$ cat src/core/ring_beacon_defs.vh
// Constants for the ring beacon and hard error recovery control.
// Assumes a 10 MHz station clock; counts derive from the times below.
`ifndef RING_BEACON_DEFS_VH
`define RING_BEACON_DEFS_VH

// ****************************************************
// Clock rate and times
// ****************************************************
`define CLK_KHZ 10000
`define SILENCE_MS 200
`define CONTEND_MS 1000
`define SILENCE_CYC (`SILENCE_MS * `CLK_KHZ)
`define CONTEND_CYC (`CONTEND_MS * `CLK_KHZ)

// ****************************************************
// Line monitor thresholds
// ****************************************************
`define BURST_IDLE_BITS 4
`define LOSS_BITS 16
`define CLK_LOSS_CYC 64

// ****************************************************
// Beacon type codes
// ****************************************************
`define BCN_SIG_LOSS 16'h0002
`define BCN_STREAM 16'h0003
`define BCN_CLAIM_RCVD 16'h0004

// ****************************************************
// Mode codes
// ****************************************************
`define MODE_REPEAT 3'h0
`define MODE_IDLE_TX 3'h1
`define MODE_CONT_TX 3'h2
`define MODE_CONT_RX 3'h3
`define MODE_BCN_TX 3'h4
`define MODE_BCN_RX 3'h5
`define MODE_REMOVED 3'h6
`define MODE_SELFTEST 3'h7

`endif

$ cat src/core/ring_line_monitor.v
// Line monitor: samples the recovered bit clock and ring data and
// flags missing transitions. Both inputs are asynchronous to sys_clk.
`timescale 1ns/100ps
`default_nettype none
`include "ring_beacon_defs.vh"

module ring_line_monitor #(
    parameter BURST_BITS = `BURST_IDLE_BITS,
    parameter LOSS_BITS = `LOSS_BITS,
    parameter CLK_LOSS = `CLK_LOSS_CYC
) (
    input wire sys_clk,
    input wire resetn,
    input wire rx_clk,
    input wire rx_data,
    output reg burst_r,
    output reg signal_loss_r
);

    reg [1:0] clk_sync_r;
    reg [1:0] dat_sync_r;
    reg clk_prev_r;
    reg dat_prev_r;
    reg [7:0] miss_r;
    reg [7:0] idle_r;
    wire clk_rise;

    // ****************************************************
    // Two-stage synchronisers; only stage two is read
    // ****************************************************
    always @(posedge sys_clk) begin
        if (!resetn) begin
            clk_sync_r <= 2'h0;
            dat_sync_r <= 2'h0;
            clk_prev_r <= 1'b0;
            dat_prev_r <= 1'b0;
        end else begin
            clk_sync_r <= {clk_sync_r[0], rx_clk};
            dat_sync_r <= {dat_sync_r[0], rx_data};
            clk_prev_r <= clk_sync_r[1];
            if (clk_rise) begin
                dat_prev_r <= dat_sync_r[1];
            end
        end
    end

    assign clk_rise = clk_sync_r[1] & ~clk_prev_r;

    // ****************************************************
    // Missing transition and dead clock counters
    // ****************************************************
    // A bit period with no data change counts as one missing transition
    always @(posedge sys_clk) begin
        if (!resetn) begin
            miss_r <= 8'h00;
            idle_r <= 8'h00;
            burst_r <= 1'b0;
            signal_loss_r <= 1'b0;
        end else begin
            if (clk_rise) begin
                idle_r <= 8'h00;
                if (dat_sync_r[1] != dat_prev_r) begin
                    miss_r <= 8'h00;
                end else if (miss_r != 8'hFF) begin
                    miss_r <= miss_r + 8'h01;
                end
            end else if (idle_r != 8'hFF) begin
                idle_r <= idle_r + 8'h01;
            end
            burst_r <= (miss_r >= BURST_BITS[7:0]);
            // Loss also when the recovered clock stops altogether
            signal_loss_r <= (miss_r >= LOSS_BITS[7:0]) || (idle_r >= CLK_LOSS[7:0]);
        end
    end

endmodule
`default_nettype wire

$ cat src/core/ring_beacon_recovery.v
// Hard error recovery control for a ring station: contention,
// beacon transmit and repeat, removal and reinsertion.
// Assumes frame decode and removal functions on sys_clk give pulses.
`timescale 1ns/100ps
`default_nettype none
`include "ring_beacon_defs.vh"

module ring_beacon_recovery #(
    parameter SILENCE_CYC = `SILENCE_CYC,
    parameter CONTEND_CYC = `CONTEND_CYC
) (
    input wire sys_clk,
    input wire resetn,
    input wire rx_clk,
    input wire rx_data,
    input wire rx_beacon,
    input wire [15:0] rx_beacon_type,
    input wire rx_beacon_own,
    input wire rx_claim,
    input wire rx_purge,
    input wire rx_own_frame,
    input wire contend_start,
    input wire contend_won,
    input wire stream_err,
    input wire claim_stream_err,
    input wire neighbor_load,
    input wire [47:0] neighbor_in,
    input wire tx_remove,
    input wire rx_remove,
    input wire selftest_done,
    input wire selftest_pass,
    input wire reinsert_req,
    output reg [2:0] mode_r,
    output reg send_idle_r,
    output reg send_claim_r,
    output reg send_beacon_r,
    output reg repeat_en_r,
    output reg strip_frame_r,
    output reg purge_accept_r,
    output reg ring_insert_r,
    output reg run_selftest_r,
    output reg signal_loss_r,
    output reg [15:0] beacon_type_r,
    output reg [47:0] beacon_neighbor_r
);

    reg [2:0] mode_nxt;
    reg [15:0] type_nxt;
    reg [31:0] timer_r;
    reg [47:0] upstream_neighbor_address_r;
    reg claim_seen_r;
    reg loss_cause_r;
    reg load_timer;
    reg [31:0] timer_load;
    wire burst;
    wire line_loss;
    wire timer_done;

    // ****************************************************
    // Line monitor on the recovered clock
    // ****************************************************
    ring_line_monitor u_line (
        .sys_clk(sys_clk),
        .resetn(resetn),
        .rx_clk(rx_clk),
        .rx_data(rx_data),
        .burst_r(burst),
        .signal_loss_r(line_loss)
    );

    assign timer_done = (timer_r == 32'h0000_0001);

    // Helper: is this mode one of the two contention modes
    function is_contend;
        input [2:0] m;
        begin
            is_contend = (m == `MODE_CONT_TX) || (m == `MODE_CONT_RX);
        end
    endfunction

    // ****************************************************
    // Mode selection
    // ****************************************************
    // Error entries outrank everything but removal and, in contention, a received beacon, since a fault
    // that keeps firing must not be masked by a stale contention.
    always @* begin
        mode_nxt = mode_r;
        type_nxt = beacon_type_r;
        load_timer = 1'b0;
        timer_load = 32'h0000_0000;
        case (mode_r)
            `MODE_REPEAT: begin
                if (line_loss) begin
                    mode_nxt = `MODE_CONT_TX;
                end else if (burst) begin
                    mode_nxt = `MODE_IDLE_TX;
                end else if (claim_stream_err) begin
                    mode_nxt = `MODE_BCN_TX;
                    type_nxt = `BCN_CLAIM_RCVD;
                end else if (stream_err) begin
                    mode_nxt = `MODE_BCN_TX;
                    type_nxt = `BCN_STREAM;
                end else if (rx_beacon) begin
                    mode_nxt = `MODE_BCN_RX;
                end else if (contend_start) begin
                    mode_nxt = `MODE_CONT_TX;
                end else if (rx_claim) begin
                    mode_nxt = `MODE_CONT_RX;
                end
            end
            `MODE_IDLE_TX: begin
                if (line_loss) begin
                    mode_nxt = `MODE_CONT_TX;
                end else if (!burst) begin
                    mode_nxt = `MODE_REPEAT;
                end
            end
            `MODE_CONT_TX, `MODE_CONT_RX: begin
                // Purge frames are not looked at here
                if (rx_beacon) begin
                    mode_nxt = `MODE_BCN_RX;
                end else if (claim_stream_err) begin
                    mode_nxt = `MODE_BCN_TX;
                    type_nxt = `BCN_CLAIM_RCVD;
                end else if (stream_err) begin
                    mode_nxt = `MODE_BCN_TX;
                    type_nxt = `BCN_STREAM;
                end else if (timer_done) begin
                    mode_nxt = `MODE_BCN_TX;
                    if (loss_cause_r) begin
                        type_nxt = `BCN_SIG_LOSS;
                    end else if (claim_seen_r || rx_claim) begin
                        type_nxt = `BCN_CLAIM_RCVD;
                    end else begin
                        type_nxt = `BCN_STREAM;
                    end
                end else if (contend_won) begin
                    mode_nxt = `MODE_REPEAT;
                end else if (mode_r == `MODE_CONT_RX && contend_start) begin
                    mode_nxt = `MODE_CONT_TX;
                end
            end
            `MODE_BCN_TX: begin
                if (tx_remove) begin
                    mode_nxt = `MODE_REMOVED;
                end else if (rx_beacon && rx_beacon_own) begin
                    mode_nxt = `MODE_CONT_TX;
                end else if (rx_beacon && rx_beacon_type <= beacon_type_r) begin
                    mode_nxt = `MODE_BCN_RX;
                end
                // A higher foreign code leaves us beaconing
            end
            `MODE_BCN_RX: begin
                if (rx_remove) begin
                    mode_nxt = `MODE_SELFTEST;
                end else if (timer_done) begin
                    mode_nxt = `MODE_CONT_TX;
                end
            end
            `MODE_SELFTEST: begin
                if (selftest_done) begin
                    mode_nxt = selftest_pass ? `MODE_REPEAT : `MODE_REMOVED;
                end
            end
            `MODE_REMOVED: begin
                if (reinsert_req) begin
                    mode_nxt = `MODE_SELFTEST;
                end
            end
            default: begin
                mode_nxt = `MODE_REPEAT;
            end
        endcase
        // Timer reload on contention entry or on each repeated beacon
        if (is_contend(mode_nxt) && !is_contend(mode_r)) begin
            load_timer = 1'b1;
            timer_load = CONTEND_CYC;
        end else if (mode_nxt == `MODE_BCN_RX && (mode_r != `MODE_BCN_RX || rx_beacon)) begin
            load_timer = 1'b1;
            timer_load = SILENCE_CYC;
        end
    end

    // ****************************************************
    // Mode, timer and contention history
    // ****************************************************
    always @(posedge sys_clk) begin
        if (!resetn) begin
            mode_r <= `MODE_REPEAT;
            beacon_type_r <= 16'h0000;
            timer_r <= 32'h0000_0000;
            claim_seen_r <= 1'b0;
            loss_cause_r <= 1'b0;
            upstream_neighbor_address_r <= 48'h0000_0000_0000;
            beacon_neighbor_r <= 48'h0000_0000_0000;
        end else begin
            mode_r <= mode_nxt;
            beacon_type_r <= type_nxt;
            if (load_timer) begin
                timer_r <= timer_load;
            end else if (timer_r != 32'h0000_0000) begin
                timer_r <= timer_r - 32'h0000_0001;
            end
            if (neighbor_load) begin
                upstream_neighbor_address_r <= neighbor_in;
            end
            // Suspect is latched once, so later neighbour updates do not move it
            if (mode_nxt == `MODE_BCN_TX && mode_r != `MODE_BCN_TX) begin
                beacon_neighbor_r <= upstream_neighbor_address_r;
            end
            // Claim history and loss cause live for one contention episode
            if (!is_contend(mode_nxt)) begin
                claim_seen_r <= 1'b0;
            end else if (rx_claim) begin
                claim_seen_r <= 1'b1;
            end
            if (line_loss && (mode_r == `MODE_REPEAT || mode_r == `MODE_IDLE_TX)) begin
                loss_cause_r <= 1'b1;
            end else if (!is_contend(mode_nxt)) begin
                loss_cause_r <= 1'b0;
            end
        end
    end

    // ****************************************************
    // Transmit path controls, all registered
    // ****************************************************
    always @(posedge sys_clk) begin
        if (!resetn) begin
            send_idle_r <= 1'b0;
            send_claim_r <= 1'b0;
            send_beacon_r <= 1'b0;
            repeat_en_r <= 1'b1;
            strip_frame_r <= 1'b0;
            purge_accept_r <= 1'b0;
            ring_insert_r <= 1'b1;
            run_selftest_r <= 1'b0;
            signal_loss_r <= 1'b0;
        end else begin
            send_idle_r <= (mode_nxt == `MODE_IDLE_TX);
            send_claim_r <= (mode_nxt == `MODE_CONT_TX);
            send_beacon_r <= (mode_nxt == `MODE_BCN_TX);
            repeat_en_r <= (mode_nxt == `MODE_REPEAT) || (mode_nxt == `MODE_CONT_RX) ||
                (mode_nxt == `MODE_BCN_RX);
            // Own frames are removed rather than repeated
            strip_frame_r <= rx_own_frame && ring_insert_r;
            purge_accept_r <= rx_purge && (mode_r != `MODE_CONT_TX);
            ring_insert_r <= (mode_nxt != `MODE_REMOVED) && (mode_nxt != `MODE_SELFTEST);
            run_selftest_r <= (mode_nxt == `MODE_SELFTEST);
            signal_loss_r <= line_loss;
        end
    end

endmodule
`default_nettype wire

$ cat config.mk
export PLATFORM = sky130hd
export DESIGN_NAME = ring_beacon_recovery
export DESIGN_NICKNAME = d
export VERILOG_FILES = /design/src/core/ring_line_monitor.v /design/src/core/ring_beacon_recovery.v
export VERILOG_INCLUDE_DIRS = /design/src /design/src/core
export SDC_FILE = /design/constraint.sdc
export NUM_CORES = 1
export LEC_CHECK = 0
export ABC_AREA = 1
export BUFFER_PORTS_ARGS = -buffer_cell sky130_fd_sc_hd__buf_2
export CAP_MARGIN = 20
export CORE_MARGIN = 3
export CORE_UTILIZATION = 49
export CTS_CLUSTER_DIAMETER = 150
export DETAILED_ROUTE_END_ITERATION = 8
export GPL_TIMING_DRIVEN = 0
export PLACE_DENSITY = 0.73
export REMOVE_ABC_BUFFERS = 1
export SLEW_MARGIN = 20
export SYNTH_ARGS = -nofsm -noshare
export SYNTH_HDL_FRONTEND = slang
export SYNTH_SLANG_ARGS = --single-unit
$ cat constraint.sdc
create_clock -name sys_clk -period 1.8 [get_ports sys_clk]
set_input_delay 0.09 -clock sys_clk [delete_from_list [all_inputs] [get_ports sys_clk]]
set_output_delay 0.09 -clock sys_clk [all_outputs]
set_load 0.005 [all_outputs]
# Word level (Yosys, flattened, before mapping)
# Cells that the tools add are included.
# totals
regBits	182
word_cells	137
in_bits	83
# op_classes
reduce_logical	30
addsub	3
n_bitwise	3
order_cmp	4
n_mux	45
eq_ne	28
# ops
cell	n
two-way mux 16 bit	8
two-way mux 3 bit	25
two-way mux 32 bit	2
equality test 32 x 1 -> 1 bit (second input constant)	1
case mux 16 bit (2 select lines)	1
nonzero test 32 bit	1
subtractor 32 x 1 -> 32 bit (second input constant)	1
two-way mux 24 bit	1
equality test 3 bit (second input constant)	7
two-way mux 21 bit	1
case mux 3 bit (7 select lines)	1
adder 8 x 1 -> 8 bit (second input constant)	2
<= comparator 16 bit	1
two-way mux 8 bit	2
!= test 8 bit (second input constant)	2
!= test 3 bit (second input constant)	5
equality test 3 x 2 -> 1 bit (second input constant)	4
logical AND 1 bit	10
>= comparator 8 x 3 -> 1 bit (second input constant)	1
>= comparator 8 x 5 -> 1 bit (second input constant)	1
>= comparator 8 x 7 -> 1 bit (second input constant)	1
logical OR 1 bit	8
equality test 3 x 1 -> 1 bit (second input constant)	2
zero test 3 bit	2
other kinds (13)	23

# Depth between registers and ports, before layout
# logic_depth
depth_word	14
ltp_mapped	19

# By module
# Synthesis repeated with hierarchy kept, for this count alone.
# unflattened
cells_unflattened	1057
hier_area_um2	7603.5
# modules_own_cells
mod	instances	area_per_inst_um2	seq_area_each_um2	cells_per_inst
ring_beacon_recovery	1	6381.1	2902.8	877
ring_line_monitor	1	1222.4	480.5	180

# Worst setup path after synthesis
# OpenSTA, ideal clock, no wires.
# synth_timing
kind	register to register
from	register beacon_type_r[2]
to	register timer_r[11]
path_slack_ns	-0.191
setup_time_ns	0.145
required_time_ns	1.655
arrival_time_ns	1.846
stages_incl_launch_ff	17
synth_period_minus_slack_ns	1.991
cell_sequence	dfxtp_1 -> inv_1 -> ha_1 -> or2_2 -> nand3_1 -> nand3_1 -> nand2_1 -> nand2_1 -> nand2_1 -> nor2_1 -> nand2_1 -> nor2_4 -> nor2_4 -> nand2_4 -> nand2_4 -> buf_12 -> nor4_2
# synth_via
elab_chain_len	11
elab_cells_between_ends	17
# synth_rtl
item	line	rtl
start, declared	ring_beacon_recovery.v:43	output reg [15:0] beacon_type_r,
start signal, assigned	ring_beacon_recovery.v:198	beacon_type_r <= type_nxt;
<= comparator 16 bit (*)	ring_beacon_recovery.v:148	end else if (rx_beacon && rx_beacon_type <= beacon_type_r) begin
logical AND 1 bit (*)	ring_beacon_recovery.v:148	
two-way mux 3 bit (*)	ring_beacon_recovery.v:148	
two-way mux 3 bit (*)	ring_beacon_recovery.v:146	end else if (rx_beacon && rx_beacon_own) begin
two-way mux 3 bit (*)	ring_beacon_recovery.v:144	if (tx_remove) begin
case mux 3 bit (7 select lines) (*)	ring_beacon_recovery.v:91	case (mode_r)
equality test 3 bit (no source line) or equality test 3 x 2 -> 1 bit (tied branches)	--	
logical AND 1 bit or logical OR 1 bit (tied branches)	ring_beacon_recovery.v:178, ring_beacon_recovery.v:77	
two-way mux 1 bit or logical AND 1 bit (tied branches)	ring_beacon_recovery.v:178, ring_beacon_recovery.v:175	
two-way mux 1 bit or two-way mux 24 bit (tied branches)	ring_beacon_recovery.v:175	if (is_contend(mode_nxt) && !is_contend(mode_r)) begin
two-way mux 32 bit or nonzero test 2 bit (tied branches)	--	
end signal, assigned	ring_beacon_recovery.v:200	timer_r <= timer_load;
end signal, assigned	ring_beacon_recovery.v:202	timer_r <= timer_r - 32'h0000_0001;
end, declared	ring_beacon_recovery.v:49	reg [31:0] timer_r;
# Mark *: on every way between the ends. The rest lies on a longest branch, timed or not.
# A chain may end at the register's enable or synchronous reset.

# Worst setup path in the final report
# layout_timing
from	register mode_r[2]
to	register timer_r[20]
# layout_via
elab_chain_len	14
elab_cells_between_ends	49
# layout_rtl
item	line	rtl
start, declared	ring_beacon_recovery.v:33	output reg [2:0] mode_r,
start signal, assigned	ring_beacon_recovery.v:189	mode_r <= `MODE_REPEAT;
start signal, assigned	ring_beacon_recovery.v:197	mode_r <= mode_nxt;
equality test 3 x 2 -> 1 bit	ring_beacon_recovery.v:91	
logical AND 1 bit	ring_beacon_recovery.v:139	end else if (mode_r == `MODE_CONT_RX && contend_start) begin
two-way mux 3 bit	ring_beacon_recovery.v:139	
two-way mux 3 bit	ring_beacon_recovery.v:137	end else if (contend_won) begin
two-way mux 3 bit	ring_beacon_recovery.v:128	end else if (timer_done) begin
two-way mux 3 bit	ring_beacon_recovery.v:125	end else if (stream_err) begin
two-way mux 3 bit	ring_beacon_recovery.v:122	end else if (claim_stream_err) begin
two-way mux 3 bit	ring_beacon_recovery.v:120	if (rx_beacon) begin
case mux 3 bit (7 select lines)	ring_beacon_recovery.v:91	
equality test 3 bit (no source line) or equality test 3 x 2 -> 1 bit (tied branches)	--	
logical AND 1 bit or logical OR 1 bit (tied branches)	ring_beacon_recovery.v:178, ring_beacon_recovery.v:77	
two-way mux 21 bit, or another cell as far along	ring_beacon_recovery.v:178	end else if (mode_nxt == `MODE_BCN_RX && (mode_r != `MODE_BCN_RX || rx_beacon)) begin
two-way mux 24 bit or two-way mux 1 bit (tied branches)	ring_beacon_recovery.v:175	
two-way mux 32 bit or nonzero test 2 bit (tied branches)	--	
# Several ways; a longest one is shown, not always the timed one.

==> summary.md <==
| Metric | Value |
|---|---|
| Slowest CP cell | `nor3_1` |
| RR Endpoint | `timer_r[20]$_SDFFE_PN0P_` |
| Skew-Pair Late Insertion Delay | `0.43 ns` |
| First-pass GRT wire length | `33,600 um` |
| Detailed Route WL | `~25,000 um` |
| Max Cap Violations | `0` |
| Max-slew violation count | `0` |
| Worst Hold End | `beacon_type_r[1]$_SDFFE_PN0P_` |
| R2R setup slack | `-0.54 ns` |
| ANT cells | `0` |
| Async set or reset register ratio after synthesis | `0` |
| Hold Startpoint | `claim_stream_err` |
| Relative slew slack | `0.449` |
| CP required | `2.15 ns` |
| Final ANT Viol Nets | `0` |
| Tmin final | `2.34 ns` |
| Status | `finished with violations` |
| Core footprint | `roughly 15,000 sq um` |
| Failing checks | `setup timing` |
| Setup crit end kind | `flop` |
| Post-synth top area share | `0.460` |
| Port bufs | `between 100 and 150` |
| Total track usage | `0.250` |
| Wire length per cell | `around 17 um` |
| Post-Syn Area per Cell | `7.66 sq um` |
| Finished Core Util | `0.757` |
| Worst slew pin tran | `about 0.83 ns` |
| Fmax | `roughly 430 MHz` |
| Num ports | `about 160` |
| Clock Sink Count | `~170` |
| Hold Crit Class | `in -> reg` |
| Final HPWL DP | `11,500 um` |
| RSZ-0062 raised after global routing | `true` |
| Area grow syn2layout | `50.1%` |
| Peak VDD IR | `roughly 0.00095 V` |
| Core Rows | `44` |
| Grt total ovfl | `0` |
| Hold path depth | `4` |
| DIE HEIGHT | `about 130 um` |
| Data arrival, critical path | `2.69 ns` |
| Period utilization | `1.30` |
| CTS tree | `built` |
| EDFF count, synth | `0` |
| Initial antenna violation count | `0` |
| Vias in the first global route | `7,081` |
| Share of post-route cells with drive strength above 1 | `0.387` |
| Sequential fraction of the synthesis area | `0.460` |
| Buffer levels on the longest clock path | `2` |
| Setup Crit Path Kind | `reg -> reg` |
| Synth area leader | `dfxtp_1` |
| Synth Register Bits | `169` |
| Via density | `around 5.5` |
| Initial core utilization | `0.504` |
| Gpl congestion | `0.875` |
| Dominant cells by area after synthesis | `dfxtp_1 46%, nor2_1 14%, o21ai_0 7.4%` |
| Post-Syn Area | `~7400 sq um` |
| CP Cell Sequence | `inv_1, nor3_1, a21boi_1, nor2_2, nand2_2, nor2_4, nor2_4, nand2_8, nand2_8, a21oi_2, nor2_1` |
| CP max FO | `7` |
| CTS HTree Levels | `4` |
| CP Launch Point | `mode_r[2]$_SDFF_PN0_` |
| Final hold violation count | `0` |
| Root Driver | `clkbuf_16` |
| Die Width | `129 um` |
| Leakage | `4.89 nW` |
| Final setup vio count | `94` |
| DRC Markers | `0` |
| CP peak stage delay | `roughly 0.44 ns` |
| Vias | `between 7k and 8k` |
| Drt first pass iters | `7` |
| Final non-filler cell total | `1,428` |
| RR Startpoint | `mode_r[2]$_SDFF_PN0_` |
| Iter 0 DRT Violations | `about 750` |
| TritonCTS Buffers | `17` |
| Clk_skew | `between 0.01 and 0.015 ns` |
| # nets final | `between 1k and 1.5k` |
| Placed insts | `about 1.3k` |
| Largest net degree at the start of global routing | `63` |
| Final WS setup | `-0.542 ns` |
| Cell count after synthesis | `a little under 1k` |
| Top_reg_cell synth | `dfxtp_1` |
| FF-to-FF path depth | `11` |
| Clock transition at path regs | `about 0.07 ns` |
| Yosys cell types | `45` |
| YS warnings | `0` |
| PwrDens | `between 1500 and 2000 nW/um^2` |
| Startpoint class of the critical path | `flop` |
| Die Area | `16,500 sq um` |
cell usage in the layout, fill, tap and decap left out, types with 13 or more instances in the layout:
master,instances
nand4_1,16
buf_2,144
inv_1,53
nor2_2,34
nor2_1,235
nand2_1,60
buf_4,63
xor2_1,16
dlygate4sd3_1,53
clkbuf_16,20
dfxtp_2,23
nand3_1,22
nand2_2,17
xnor2_1,17
conb_1,13
o21ai_2,24
dfxtp_1,139
o21ai_0,68
a21oi_1,18
o21ai_1,17
nor4_2,15
nor2_4,27
how the worst max path moves through the flow:
stage | depth (start not counted) | endpoint
2_1_floorplan | 9 | timer_r[12]$_SDFFE_PN0P_
3_3_place_gp | 9 | timer_r[9]$_SDFFE_PN0P_
3_5_place_dp | 8 | beacon_type_r[2]$_SDFFE_PN0P_
4_1_cts | 15 | timer_r[20]$_SDFFE_PN0P_
5_1_grt | 11 | timer_r[10]$_SDFFE_PN0P_
6_report | 11 | timer_r[20]$_SDFFE_PN0P_
kinds of logic (layout without fill, tap and decap cells):
kind of cell | Yosys count | after routing | share of synthesized area
AO/OA/AOI/OAI | 152 | 152 | 0.110
XOR/XNOR | 33 | 33 | 0.0393
adder cells (fa/ha/maj) | 8 | 8 | 0.0136
buffers and inverters | 124 | 389 | 0.0770
flip-flops | 169 | 169 | 0.460
other | 1 | 13 | 0.000510
AND/OR/NAND/NOR | 474 | 480 | 0.300
worst max-delay path, delay by kind of cell (launching register included):
| family | cells | cell delay, ns |
|---|---|---|
| DFF | 1 | 0.39 |
| and+or+nand+nor | 8 | 1.37 |
| buffers and inverters | 1 | 0.09 |
| AOI/OAI and AO/OA | 2 | 0.40 |
power by group:
group          switching (W)  internal (W)  leakage (nW)
clock                0.00160       0.00195         0.271
combinational        0.00642       0.00495          3.21
sequential          0.000747       0.00470          1.41
cell usage after synthesis, types with 2 or more instances:
cell type / instances
nand2_2: 3
nor2_2: 11
buf_4: 14
clkbuf_1: 31
xor2_1: 16
nand2_1: 77
nand3_4: 2
buf_2: 7
nand3_1: 30
or2_2: 4
inv_2: 2
nand4_1: 16
a211oi_1: 4
a31oi_1: 4
inv_1: 65
nor3_1: 11
nor2_4: 3
nor4_2: 18
a21oi_1: 22
dfxtp_1: 169
o31ai_1: 2
xnor2_1: 17
o211ai_1: 2
buf_12: 2
o21ai_0: 109
nor3_2: 2
ha_1: 8
nor2_1: 282
nand2_4: 3
nor4_1: 9
o22ai_1: 2
repair_timing:
item / 4_1_cts / 5_1_grt
pin swaps: 43 / 53
hold endpoints to repair: 53 / 0
gates resized for setup: 109 / 177
hold buffers: 53 / 0
gates cloned: 6 / 10
setup endpoints to repair: 92 / 100
setup buffers: 55 / 25
per-layer routing:
metal | global-route usage | part of all wire | vias to the layer above
met4 | 0.111 | 0.051 | 0
met1 | 0.287 | 0.37 | 3662
li1 | - | - | 3658
met3 | 0.0710 | 0.071 | 121
met2 | 0.435 | 0.50 | 401
met5 | 0 | 0 | -
registers in the layout, indices dropped and copies added (netlist names), 2 cells and up:
signal	count
upstream_neighbor_address_r	48
u_line.clk_sync_r	2
u_line.dat_sync_r	2
beacon_type_r	3
mode_r	3
beacon_neighbor_r	48
u_line.miss_r	8
u_line.idle_r	8
timer_r	32
cell type report:
class | instances | area, sq um
inverters | 68 | 287
repair buffers | 285 | 2160
clock inverters | 12 | 119
fillers | 919 | 3550
well taps | 184 | 230
clock buffers | 18 | 439
repair inverters | 6 | 106
flip-flops and latches | 169 | 3440
multi-input cells | 686 | 4260
through the flow:
step	TNS, ns	cell area [sq um]	power [W]	hold WS (ns)	setup WS (ns)
finish	-22.20	11000	0.0204	0.0322	-0.542
global route	-27.45	11000	0.0213	0.0548	-0.618
CTS	-7.41	10000	0.0169	0.0336	-0.265
detailed placement	-64.85	8190	0.0111	0.277	-1.03
global placement	-198.58	8050	0.0108	0.272	-2.65
floorplan	-62.79	7090	0.00918	0.183	-1.62
Power figures use the tool's default switching activity.
